File: src/hw/hccs_pkg.sv
// Purpose: constants for the channel configuration and status register bank
// Assumes: byte-wide registers on an 8-bit address
// Notes:   offsets, field positions and reset values live only here
package hccs_pkg;

   // ***************************************************************
   // register offsets
   // ***************************************************************
   localparam logic [7:0] OFF_RX_COUNT_LOW    = 8'h25;
   localparam logic [7:0] OFF_CHANNEL_CFG_TWO = 8'h2c;
   localparam logic [7:0] OFF_RX_COUNT_HIGH   = 8'h2d; // read side
   localparam logic [7:0] OFF_TX_COUNT_HIGH   = 8'h2d; // write side
   localparam logic [7:0] OFF_VERSION_CARRIER = 8'h2e; // read side
   localparam logic [7:0] OFF_RX_LENGTH_LIMIT = 8'h2e; // write side
   localparam logic [7:0] OFF_CHANNEL_CFG_ONE = 8'h2f;
   localparam logic [7:0] OFF_TX_SLOT_ASSIGN  = 8'h30;
   localparam logic [7:0] OFF_RX_SLOT_ASSIGN  = 8'h31;
   localparam logic [7:0] OFF_TX_SLOT_CAP     = 8'h32;
   localparam logic [7:0] OFF_RX_SLOT_CAP     = 8'h33;

   // ***************************************************************
   // reset values
   // ***************************************************************
   localparam logic [7:0] RST_CFG   = 8'h00;
   localparam logic [7:0] RST_SLOT  = 8'h00;
   localparam logic [7:0] RST_LIMIT = 8'h00;

   // ***************************************************************
   // field positions
   // ***************************************************************
   localparam int CFG1_POWER_ACTIVE = 7;
   localparam int CFG1_PORT_HIGH    = 6;
   localparam int CFG1_PORT_LOW     = 5;
   localparam int CFG1_DRIVER_TYPE  = 4;
   localparam int CFG1_IDLE_FILL    = 3; // one insertion in bus modes
   localparam int CFG1_CLOCK_TOP    = 2;
   localparam int CFG2_TX_SHIFT_BOT = 5;
   localparam int CFG2_RX_SHIFT_BOT = 4;
   localparam int TXH_MODE          = 7;
   localparam int TXH_POLL          = 6;
   localparam int TXH_AUTO_START    = 5;
   localparam int LIM_CHECK_ON      = 7;
   localparam int CARRIER_BIT       = 7;

   // ***************************************************************
   // encodings and sizes
   // ***************************************************************
   localparam logic [1:0] PORT_NRZ       = 2'h0;
   localparam logic [1:0] PORT_NRZI      = 2'h2;
   localparam logic [2:0] CLOCK_MODE_TS  = 3'h5;
   localparam logic [7:0] IDLE_FLAG      = 8'h7e;
   localparam logic [2:0] ZERO_RUN_MAX   = 3'h7;
   localparam logic [11:0] RX_COUNT_MAX  = 12'hfff;
   localparam int          LEN_UNIT_LOG2 = 5; // 32-byte length steps

endpackage

File: src/hw/hccs_regs.sv
// Purpose: per-channel configuration and status registers of a serial
//          hdlc channel, with the length check and idle/slot line logic
// Assumes: bit_tick, frame_sync and serial data come from logic on clk;
//          only carrier_detect_pin is asynchronous
// Notes:   read data stand one cycle after the read strobe, else zero
`timescale 1ns/1ps
`default_nettype none

// Functional notes
// - count-high top bits echo mode, poll, autostart
// - overflow flag when frame exceeds 4095 bytes
// - count-high low nibble is length msbs
// - carrier bit reads inverted carrier pin
// - fixed 4-bit version, three zero bits above
// - length check on/off by write
// - status byte counts toward length limit
// - suspend after (limit + 1) times 32 bytes
// - overlong frame ends as remote abort
// - power bit: standby or active
// - port field selects nrz, nrzi, bus modes
// - driver bit: open drain or push-pull
// - point-to-point idle: ones or flags
// - bus modes: idle ones and nrz
// - bus one insertion after seven zeros
// - three-bit clock mode, modes 0 to 7
// - mode 5 transmit in chosen slot
// - mode 5 receive in chosen slot
// - slot shift is two bits plus one
// - transmit bits per slot is capacity+1
// - receive bits per slot is capacity+1
// - shift offsets slot 0 to 7 bits
// - autostart: carrier high enables receiver
module hccs_regs #(
   parameter logic [3:0] VERSION_CODE = 4'h9 // arbitrary value
) (
   input  wire logic       clk,
   input  wire logic       rst,
   input  wire logic [7:0] addr,
   input  wire logic [7:0] wdata,
   input  wire logic       wr_en,
   input  wire logic       rd_en,
   output logic      [7:0] rdata,
   input  wire logic       carrier_detect_pin,
   input  wire logic       bit_tick,
   input  wire logic       frame_sync,
   input  wire logic       tx_data_valid,
   input  wire logic       tx_data_bit,
   output logic            tx_bit_taken,
   output logic            txd_o,
   output logic            txd_oe_n,
   input  wire logic       rx_data_bit,
   output logic            rx_bit_valid,
   output logic            rx_bit_out,
   input  wire logic       rx_byte_stored,
   input  wire logic       rx_frame_start,
   output logic            frame_end_event,
   output logic            abort_flag,
   output logic            rx_suspended,
   output logic            rx_enable,
   output logic            power_active,
   output logic      [2:0] clock_mode
);

   // ***************************************************************
   // state
   // ***************************************************************
   typedef struct packed {
      logic [7:0]  cfg1;
      logic [7:0]  cfg2;
      logic [7:0]  tx_cnt_hi;
      logic [7:0]  limit;
      logic [7:0]  tx_assign;
      logic [7:0]  rx_assign;
      logic [7:0]  tx_cap;
      logic [7:0]  rx_cap;
      logic [7:0]  rdata;
      logic        car_s1;
      logic        car_s2;
      logic        car_s3;
      logic        car_lvl;
      logic [11:0] byte_cnt;
      logic        ovf;
      logic [12:0] lim_cnt;
      logic        susp;
      logic        abort;
      logic        fe_pulse;
      logic [14:0] pos;
      logic [2:0]  tx_zrun;
      logic [2:0]  rx_zrun;
      logic [2:0]  flag_idx;
      logic        tx_lvl;
      logic        rx_prev;
      logic        txd;
      logic        oe_n;
      logic        taken;
      logic        rxv;
      logic        rxb;
      logic        rx_en;
   } hccs_state_type;

   hccs_state_type st_r;
   hccs_state_type st_nxt;

   // first bit of a slot, counted from frame sync
   function automatic logic [15:0] slot_start(input logic [5:0] num,
                                              input logic [7:0] cap,
                                              input logic [2:0] shift);
      slot_start = {10'h000, num} * ({8'h00, cap} + 16'h0001)
                   + {13'h0000, shift};
   endfunction

   function automatic logic in_slot(input logic [14:0] p,
                                    input logic [7:0]  asg,
                                    input logic [7:0]  cap,
                                    input logic [2:0]  shift);
      logic [15:0] s;
      s = slot_start(asg[7:2], cap, shift);
      in_slot = ({1'b0, p} >= s) && ({1'b0, p} < s + {8'h00, cap} + 16'h0001);
   endfunction

   // ***************************************************************
   // decoded configuration
   // ***************************************************************
   logic [1:0]  port_cfg;
   logic        bus_mode;
   logic        nrzi;
   logic        ts_mode;
   logic [2:0]  tx_shift;
   logic [2:0]  rx_shift;
   logic [12:0] limit_bytes;
   logic [14:0] cur_pos;
   logic        tx_win;
   logic        rx_win;
   logic        pwr_on;
   logic        auto_start;
   logic [7:0]  rd_mux;
   logic        tx_bit;
   logic        rx_dec;

   always_comb
   begin
      pwr_on      = st_r.cfg1[hccs_pkg::CFG1_POWER_ACTIVE];
      port_cfg    = {st_r.cfg1[hccs_pkg::CFG1_PORT_HIGH],
                     st_r.cfg1[hccs_pkg::CFG1_PORT_LOW]};
      bus_mode    = port_cfg[0];
      nrzi        = (port_cfg == hccs_pkg::PORT_NRZI);
      ts_mode     = (st_r.cfg1[hccs_pkg::CFG1_CLOCK_TOP -: 3]
                     == hccs_pkg::CLOCK_MODE_TS);
      tx_shift    = {st_r.tx_assign[1:0],
                     st_r.cfg2[hccs_pkg::CFG2_TX_SHIFT_BOT]};
      rx_shift    = {st_r.rx_assign[1:0],
                     st_r.cfg2[hccs_pkg::CFG2_RX_SHIFT_BOT]};
      limit_bytes = 13'({6'h00, st_r.limit[6:0]} + 13'h0001)
                    << hccs_pkg::LEN_UNIT_LOG2;
      cur_pos     = frame_sync ? 15'h0000 : st_r.pos;
      // outside the time-slot mode the line is open on every bit
      tx_win      = !ts_mode
                    || in_slot(cur_pos, st_r.tx_assign, st_r.tx_cap,
                               tx_shift);
      rx_win      = !ts_mode
                    || in_slot(cur_pos, st_r.rx_assign, st_r.rx_cap,
                               rx_shift);
      auto_start  = st_r.tx_cnt_hi[hccs_pkg::TXH_AUTO_START];
      rd_mux      = 8'h00;
      unique case (addr)
         hccs_pkg::OFF_RX_COUNT_LOW:    rd_mux = st_r.byte_cnt[7:0];
         hccs_pkg::OFF_RX_COUNT_HIGH:
            rd_mux = {st_r.tx_cnt_hi[hccs_pkg::TXH_MODE -: 3],
                      st_r.ovf, st_r.byte_cnt[11:8]};
         hccs_pkg::OFF_VERSION_CARRIER:
            rd_mux = {!st_r.car_lvl, 3'h0, VERSION_CODE};
         hccs_pkg::OFF_CHANNEL_CFG_ONE: rd_mux = st_r.cfg1;
         hccs_pkg::OFF_CHANNEL_CFG_TWO: rd_mux = st_r.cfg2;
         default:                       rd_mux = 8'h00;
      endcase
   end

   // ***************************************************************
   // next state
   // ***************************************************************
   always_comb
   begin
      st_nxt          = st_r;
      st_nxt.rdata    = rd_en ? rd_mux : 8'h00;
      st_nxt.fe_pulse = 1'b0;
      st_nxt.taken    = 1'b0;
      st_nxt.rxv      = 1'b0;
      tx_bit          = 1'b1;
      rx_dec          = rx_data_bit;

      if (wr_en)
      begin
         unique case (addr)
            hccs_pkg::OFF_CHANNEL_CFG_ONE: st_nxt.cfg1      = wdata;
            hccs_pkg::OFF_CHANNEL_CFG_TWO: st_nxt.cfg2      = wdata;
            hccs_pkg::OFF_TX_COUNT_HIGH:   st_nxt.tx_cnt_hi = wdata;
            hccs_pkg::OFF_RX_LENGTH_LIMIT: st_nxt.limit     = wdata;
            hccs_pkg::OFF_TX_SLOT_ASSIGN:  st_nxt.tx_assign = wdata;
            hccs_pkg::OFF_RX_SLOT_ASSIGN:  st_nxt.rx_assign = wdata;
            hccs_pkg::OFF_TX_SLOT_CAP:     st_nxt.tx_cap    = wdata;
            hccs_pkg::OFF_RX_SLOT_CAP:     st_nxt.rx_cap    = wdata;
            default:                       st_nxt.cfg1      = st_r.cfg1;
         endcase
      end

      // carrier pin: three stages, level moves once stages two and three agree
      st_nxt.car_s1 = carrier_detect_pin;
      st_nxt.car_s2 = st_r.car_s1;
      st_nxt.car_s3 = st_r.car_s2;
      if (st_r.car_s2 == st_r.car_s3)
      begin
         st_nxt.car_lvl = st_r.car_s3;
      end

      // receive byte count and length check
      if (rx_frame_start)
      begin
         st_nxt.byte_cnt = 12'h000;
         st_nxt.ovf      = 1'b0;
         st_nxt.lim_cnt  = 13'h0000;
         st_nxt.susp     = 1'b0;
         st_nxt.abort    = 1'b0;
      end
      else if (rx_byte_stored && !st_r.susp)
      begin
         // the status byte arrives as a stored byte like any other
         st_nxt.byte_cnt = st_r.byte_cnt + 12'h001;
         if (st_r.byte_cnt == hccs_pkg::RX_COUNT_MAX)
         begin
            st_nxt.ovf = 1'b1;
         end
         if (st_r.lim_cnt != 13'h1fff)
         begin
            st_nxt.lim_cnt = st_r.lim_cnt + 13'h0001;
         end
         if (st_r.limit[hccs_pkg::LIM_CHECK_ON]
             && (st_r.lim_cnt >= limit_bytes))
         begin
            st_nxt.susp     = 1'b1;
            st_nxt.abort    = 1'b1;
            st_nxt.fe_pulse = 1'b1;
         end
      end

      st_nxt.rx_en = pwr_on && !st_nxt.susp
                     && (!auto_start || st_r.car_lvl);

      // bit position within the sync frame, saturating
      if (bit_tick)
      begin
         st_nxt.pos = (cur_pos == 15'h7fff) ? cur_pos : cur_pos + 15'h0001;
      end
      else if (frame_sync)
      begin
         st_nxt.pos = 15'h0000;
      end

      // transmit line
      if (!pwr_on)
      begin
         st_nxt.txd  = 1'b1;
         st_nxt.oe_n = 1'b1;
      end
      else
      begin
         if (bit_tick && tx_win)
         begin
            if (bus_mode && st_r.cfg1[hccs_pkg::CFG1_IDLE_FILL]
                && (st_r.tx_zrun == hccs_pkg::ZERO_RUN_MAX))
            begin
               tx_bit = 1'b1;
            end
            else if (tx_data_valid)
            begin
               tx_bit       = tx_data_bit;
               st_nxt.taken = 1'b1;
            end
            else if (!bus_mode && st_r.cfg1[hccs_pkg::CFG1_IDLE_FILL])
            begin
               tx_bit          = hccs_pkg::IDLE_FLAG[st_r.flag_idx];
               st_nxt.flag_idx = st_r.flag_idx + 3'h1;
            end
            else
            begin
               tx_bit = 1'b1;
            end
            if (!tx_bit && st_r.tx_zrun != hccs_pkg::ZERO_RUN_MAX)
            begin
               st_nxt.tx_zrun = st_r.tx_zrun + 3'h1;
            end
            else if (tx_bit)
            begin
               st_nxt.tx_zrun = 3'h0;
            end
            // nrzi: a zero flips the line, a one holds it
            st_nxt.tx_lvl = nrzi ? (tx_bit ? st_r.tx_lvl : !st_r.tx_lvl)
                                 : tx_bit;
            st_nxt.txd    = st_nxt.tx_lvl;
         end
         else if (bit_tick)
         begin
            // out of slot the pin still drives; open drain avoids clashes
            st_nxt.txd = 1'b1;
         end
         st_nxt.oe_n = st_r.cfg1[hccs_pkg::CFG1_DRIVER_TYPE]
                       ? 1'b0 : st_nxt.txd;
      end

      // receive line with one deletion
      if (pwr_on && bit_tick && rx_win)
      begin
         if (nrzi)
         begin
            rx_dec = (rx_data_bit == st_r.rx_prev);
         end
         st_nxt.rx_prev = rx_data_bit;
         if (bus_mode && st_r.cfg1[hccs_pkg::CFG1_IDLE_FILL]
             && (st_r.rx_zrun == hccs_pkg::ZERO_RUN_MAX))
         begin
            st_nxt.rx_zrun = 3'h0;
         end
         else
         begin
            st_nxt.rxv = 1'b1;
            st_nxt.rxb = rx_dec;
            if (rx_dec)
            begin
               st_nxt.rx_zrun = 3'h0;
            end
            else if (st_r.rx_zrun != hccs_pkg::ZERO_RUN_MAX)
            begin
               st_nxt.rx_zrun = st_r.rx_zrun + 3'h1;
            end
         end
      end
   end

   always_ff @(posedge clk)
   begin
      if (rst)
      begin
         st_r           <= '0;
         st_r.cfg1      <= hccs_pkg::RST_CFG;
         st_r.cfg2      <= hccs_pkg::RST_CFG;
         st_r.limit     <= hccs_pkg::RST_LIMIT;
         st_r.tx_cap    <= hccs_pkg::RST_SLOT;
         st_r.rx_cap    <= hccs_pkg::RST_SLOT;
         st_r.car_s1    <= 1'b1;
         st_r.car_s2    <= 1'b1;
         st_r.car_s3    <= 1'b1;
         st_r.car_lvl   <= 1'b1;
         st_r.txd       <= 1'b1;
         st_r.oe_n      <= 1'b1;
         st_r.tx_lvl    <= 1'b1;
      end
      else
      begin
         st_r <= st_nxt;
      end
   end

   assign rdata           = st_r.rdata;
   assign tx_bit_taken    = st_r.taken;
   assign txd_o           = st_r.txd;
   assign txd_oe_n        = st_r.oe_n;
   assign rx_bit_valid    = st_r.rxv;
   assign rx_bit_out      = st_r.rxb;
   assign frame_end_event = st_r.fe_pulse;
   assign abort_flag      = st_r.abort;
   assign rx_suspended    = st_r.susp;
   assign rx_enable       = st_r.rx_en;
   assign power_active    = st_r.cfg1[hccs_pkg::CFG1_POWER_ACTIVE];
   assign clock_mode      = st_r.cfg1[hccs_pkg::CFG1_CLOCK_TOP -: 3];
endmodule // hccs_regs

`default_nettype wire

File: config.mk
export PLATFORM = sky130hd
export DESIGN_NAME = hccs_regs
export DESIGN_NICKNAME = d
export VERILOG_FILES = /design/src/hw/hccs_pkg.sv /design/src/hw/hccs_regs.sv
export SDC_FILE = /design/constraint.sdc
export NUM_CORES = 1
export LEC_CHECK = 0
export BUFFER_PORTS_ARGS = -buffer_cell sky130_fd_sc_hd__clkbuf_2
export CAP_MARGIN = 20
export CELL_PAD_IN_SITES_DETAIL_PLACEMENT = 0
export CELL_PAD_IN_SITES_GLOBAL_PLACEMENT = 1
export CORE_ASPECT_RATIO = 0.9
export CORE_MARGIN = 2
export CORE_UTILIZATION = 47
export DETAILED_ROUTE_END_ITERATION = 8
export PLACE_DENSITY = 0.81
export RECOVER_POWER = 100
export REMOVE_ABC_BUFFERS = 1
export SLEW_MARGIN = 15
export SYNTH_ARGS = -nofsm -noshare
export SYNTH_HDL_FRONTEND = slang
export SYNTH_SLANG_ARGS = --single-unit
export TNS_END_PERCENT = 30
File: constraint.sdc
create_clock -name clk -period 14.1 [get_ports clk]
set_clock_uncertainty 0.1 [all_clocks]
set_input_delay 0.705 -clock clk [delete_from_list [all_inputs] [get_ports clk]]
set_output_delay 0.705 -clock clk [all_outputs]
set_load 0.05 [all_outputs]
# == Word level (Yosys, flattened, before mapping) ==
# Memories as Yosys holds them, arrays and structs flattened. A register that Yosys moved wholly into a read port is not among the register bits.
# Index checks and enable logic that the tools add are counted.
# totals
regBits,137
mem_bits_ro,8
output_inout_bits,21
elab_cells,161
mem_count,1
# memory_table
name,words,word_bits,read_ports,rd_ports_with_merged_regs,wr,line,text
(no name shown),8,1,1,1,0,hccs_regs.sv:280,tx_bit = hccs_pkg::IDLE_FLAG[st_r.flag_idx];
# classes
n_addsub,15
n_mul,2
order_cmp,6
n_eq_ne,20
muxes,29
n_bitwise,8
reduce_logical,49
# op_table
operator,count
== test 8 x 6 -> 1 bit (second input constant),9
two-way mux 15 bit,3
case mux 8 bit (5 select lines),1
adder 15 x 3 -> 16 bit,2
adder 16 x 1 -> 16 bit (second input constant),2
adder 16 x 8 -> 16 bit,2
greater-or-equal comparator 15 x 16 -> 1 bit,2
less-than comparator 15 x 16 -> 1 bit,2
multiplier 6 x 9 -> 15 bit,2
AND reduction 2 bit,14
two-way mux 3 bit,9
adder 8 x 1 -> 9 bit (second input constant),2
adder 15 x 1 -> 15 bit (second input constant),1
== test 15 bit (second input constant),1
logical AND 1 bit,14
two-way mux 1 bit,14
adder 13 x 1 -> 13 bit (second input constant),1
greater-or-equal comparator 13 bit,1
!= test 13 bit (second input constant),1
adder 12 x 1 -> 12 bit (second input constant),1
== test 12 bit (second input constant),1
adder 3 x 1 -> 3 bit (second input constant),3
== test 3 bit (second input constant),3
adder 7 x 1 -> 8 bit (second input constant),1
other kinds (15),37

# == Depth between registers and ports, before layout ==
# logic_depth
ltp_word,15
depth_mapped,32

# == Least setup slack after synthesis ==
# Ideal clock, no wire load.
# synth_path
path_type,flip-flop to flip-flop
from,reg st_r[81] (netlist name)
to,reg st_r[14] (netlist name)
setup_ps,70
arrival_time_ps,7226
t_required_ps,13930
slack_ps,6705
path_stages_with_launch,30
n_path_buf,0
synth_period_minus_slack_ps,7395
path_cell_list,dfxtp_1 ha_1 nand3_1 xor2_1 nor2b_1 fa_1 inv_1 fa_1 inv_1 fa_1 ha_1 ha_1 o211ai_1 a21oi_2 nor2_1 xnor2_1 ha_1 o41ai_1 nor2_1 xor2_1 ha_1 a21o_1 a21o_1 a211oi_1 o41ai_1 a221o_2 nand3_1 o211ai_2 or4_1 a21oi_1
# synth_between
elab_chain_len,10
word_cells_on_any_way,11
classes_between,add/sub (4); mul (1); order compare (2); reduce/logical (4)
# synth_rtl
element,line,text
start: declaration,hccs_regs.sv:101,hccs_state_type st_r;
start signal: assignment,hccs_regs.sv:358,st_r <= st_nxt;
adder 8 x 1 -> 9 bit,hccs_regs.sv:108,"slot_start = {10'h000, num} * ({8'h00, cap} + 16'h0001)"
multiplier 6 x 9 -> 15 bit,hccs_regs.sv:108,
adder 15 x 3 -> 16 bit,hccs_regs.sv:109,"+ {13'h0000, shift};"
adder 16 x 8 -> 16 bit,hccs_regs.sv:118,"in_slot = ({1'b0, p} >= s) && ({1'b0, p} < s + {8'h00, cap} + 16'h0001);"
adder 16 x 1 -> 16 bit,hccs_regs.sv:118,
less-than comparator 15 x 16 -> 1 bit,hccs_regs.sv:118,
logical AND 1 bit (*),hccs_regs.sv:118,
logical OR 1 bit (*),hccs_regs.sv:158,"|| in_slot(cur_pos, st_r.tx_assign, st_r.tx_cap,"
logical AND 1 bit (*),hccs_regs.sv:266,if (bit_tick && tx_win)
AND reduction 3 bit (no line) (*),n/a,
# Mark *: on every way between the ends. The rest lies on a longest branch, timed or not.
# A chain may end at the register's enable or synchronous reset.

# == Final worst setup path ==
# Same ends and word-level chain as after synthesis.

==> flow_summary.ini <==
[worst_setup_path]
timing.critical_path.arrival_ps = 9080
end_kind = flop
crit_path_max_incr_delay_ps = 1080
crit_path_max_fanout = 13
cp-start-kind = flop
crit_path_class = reg -> reg
worst-endpoint-required_ps = 14320
critPathSlowestCell = o41ai_1
timing.critical_path.mode_cell = ha_1

[clock_tree]
postCtsSetupRepairBufs = 0
postCtsResizedCells = 0
clock_path_buffers = 2
cts_tree = built
cts_hold_repair.buffers = 0
cts.reportedPaths.clkPinSlew_ps = 70
cts-root-buf = clkbuf_16
clk_latency_ps = 430
tritoncts.num_buffers = 17
htree_num_levels = 4
sinks_on_the_clock_net = 133

[finish]
fill_cells = 2504
register_area_mm2 = 0.00266
drive_gt1_share_pct = 5.28
multi_input_comb_area_mm2 = 0.00919
antenna_cells_inserted = 0
fin_nets = 1768
syn_to_final_growth_pct = 7.16

[floorplan]
vertical_extent_of_the_die_um = 159
floorplan.initialDensity_pct = 48.1
row_count = 56
chipWidth_um = 176
num_ports = 49
die_area_mm2 = 0.0281
floorplan.core_area_mm2 = 0.0261

[timing]
worst_pin_slew_ps = 3580
max_slew_margin_pct = -138
period_needed_ps = 8860
setup_viol_count_final = 0
finalMaxSlewViolations = 109
final_hold_viol_count = 0
finalCritPeriodShare_pct = 62.9
tns_ps = 0
fmax_ghz = 0.113
grt_setup_unrepaired = no
fin_hold_ws_ps = 347

[synthesis]
yosys.cell_count.top_type = ha_1
post_synth_top_flop = dfxtp_1
postSynthCellCount = 1488
post_synth.cell_area_avg_um2 = 8.44
synthesis.area_mm2 = 0.0126
synth.yosys.seq_area_share_pct = 21.2
synth-edff-count = 0
netlist.top_cell.by_area = dfxtp_1
post_synth_num_cell_types = 80
synth.yosys.warnings = 0
yosys_register_bits = 133
netlist_top_cells_area = dfxtp_1, ha_1, fa_1, nand2_1, a21oi_1
synth.cells.most_frequent = ha_1, nand2_1, dfxtp_1
fraction_of_synthesis_flops_using_an_asynchronous_set_or_reset_pin_pct = 0
synthDominantCellAreaShare_pct = 21.2

[route]
detailroute.via_count = 10400
detailedRoute.firstIterationViolations = 684
met2RoutedLength_mm = 14.0
wire_per_inst_um = 16.4
avgViaCountPerCell = 5.59
drt.antenna.violating_nets = 0
drtPass1Iterations = 5
drcViolationCount = 0
wirelength_met1_mm = 15.3
met3_wirelength_um = 880
highest-signal-layer = met4
route.final.wire_length_mm = 30.6

[grt]
via_count_of_the_first_global_routing_pass = 10100
grt_pass1_wl_mm = 51.3
grt_util_all_layers_pct = 22.2
initial_antenna_violation_count = 0
largest_net_degree_at_the_start_of_global_routing = 76
globalRouteOverflowTotal = 0

[power_and_ir_drop]
maximum_vdd_ir_drop_uv = 68.9
power.static_leakage_nw = 6.22
power.density_cell_area_mw_per_mm2 = 62.6

[placed_design]
port_buffers = 48
hpwlAfterDp_mm = 23.8
gp_congestion = 0.848

[run_status]
outcome = finished with violations
violations = capacitance limit, slew limit

[run]
maxCapViolCount = 2

[worst_hold_path]
worst_min_delay_path_class = reg -> reg
## per-stage QoR
step | setup WS (ps) | power [mW] | area, um2 | util (%) | instances
2_1_floorplan | 6600 | 0.398 | 12200 | - | 1430
3_3_place_gp | 5870 | 0.417 | 12900 | 49.5 | 1830
3_5_place_dp | 5630 | 0.417 | 12900 | 49.5 | 1830
4_1_cts | 5600 | 0.848 | 13500 | 51.7 | 1862
5_1_grt | 4570 | 0.865 | 13500 | 51.5 | 1862
6_report | 5240 | 0.843 | 13500 | 51.5 | 1862
## flip-flops by register name, summed over array words and instances, names as in the netlist, 2 cells and up, named ones only
| register | cells |
|---|---|
| clock_mode | 3 |
| st_r | 103 |
| st_nxt | 2 |
| rdata | 8 |
| rx_shift | 3 |
## worst paths after layout
| check | startpoint | endpoint | depth (start not counted) | slack (ps) |
|---|---|---|---|---|
| setup / recovery | st_r[81] | st_r[14] | 29 | 5240 |
| hold / removal | st_nxt[63] | st_nxt[62] | 1 | 350 |
| setup reg to reg | st_r[81] | st_r[14] | 29 | 5240 |
| hold reg to reg | st_nxt[63] | st_nxt[62] | 1 | 350 |
## where the power goes
| part | internal (mW) | switching, mW | total [mW] | leakage [nW] |
|---|---|---|---|---|
| clock network | 0.238 | 0.196 | 0.434 | 0.280 |
| logic | 0.00851 | 0.0223 | 0.0308 | 4.87 |
| registers | 0.377 | 0.00105 | 0.378 | 1.07 |
## cell type report
type | instances | share of cell area, %
multi-input cells | 1197 | 68.3
flip-flops and latches | 133 | 19.8
clock buffers | 18 | 3.26
well taps | 348 | 3.23
inverters | 100 | 2.79
repair buffers | 52 | 1.70
clock inverters | 14 | 0.976
## logic make-up (layout without fill, tap and decap cells)
family / Yosys count / after routing / synth area share, %
AND/OR/NAND/NOR: 547 / 547 / 21.5
flip-flops: 133 / 133 / 21.2
adder cells (fa/ha/maj): 239 / 239 / 27.4
multiplexers: 42 / 42 / 3.41
buffers and inverters: 158 / 184 / 5.53
XOR/XNOR: 84 / 84 / 5.86
AO/OA/AOI/OAI: 285 / 285 / 15.1
## worst max-delay path: cells and delay by family (launching register included)
| kind | cells | cell delay (ps) |
|---|---|---|
| simple gates | 6 | 1250 |
| compound gates | 10 | 3050 |
| buf+inv | 2 | 100 |
| flops | 1 | 510 |
| fa+ha+maj | 8 | 2930 |
| xor+xnor | 3 | 790 |
## per-layer routing
layer / up-vias / track usage (%)
li1: 5208 / -
met1: 5013 / 32.1
met2: 170 / 35.7
met3: 23 / 2.58
met4: 0 / 4.73
met5: - / 0
## layout by cell type (no fill, tap or decap), types with 14 or more instances in the layout
cell type and count:
ha_1 179, nand2_1 143, dfxtp_1 133, nor2_1 121, inv_1 99, a21oi_1 94, nand3_1 65, nor2b_1 63
fa_1 60, xor2_1 42, xnor2_1 42, o21ai_0 40, mux2i_1 39, and2_1 34, nor3_1 28, clkbuf_1 27
clkbuf_2 24, a21o_1 23, clkbuf_16 17, nand2b_1 16, and3_1 15, nand4_1 15, a22oi_1 14
Power figures use the tool's default switching activity.
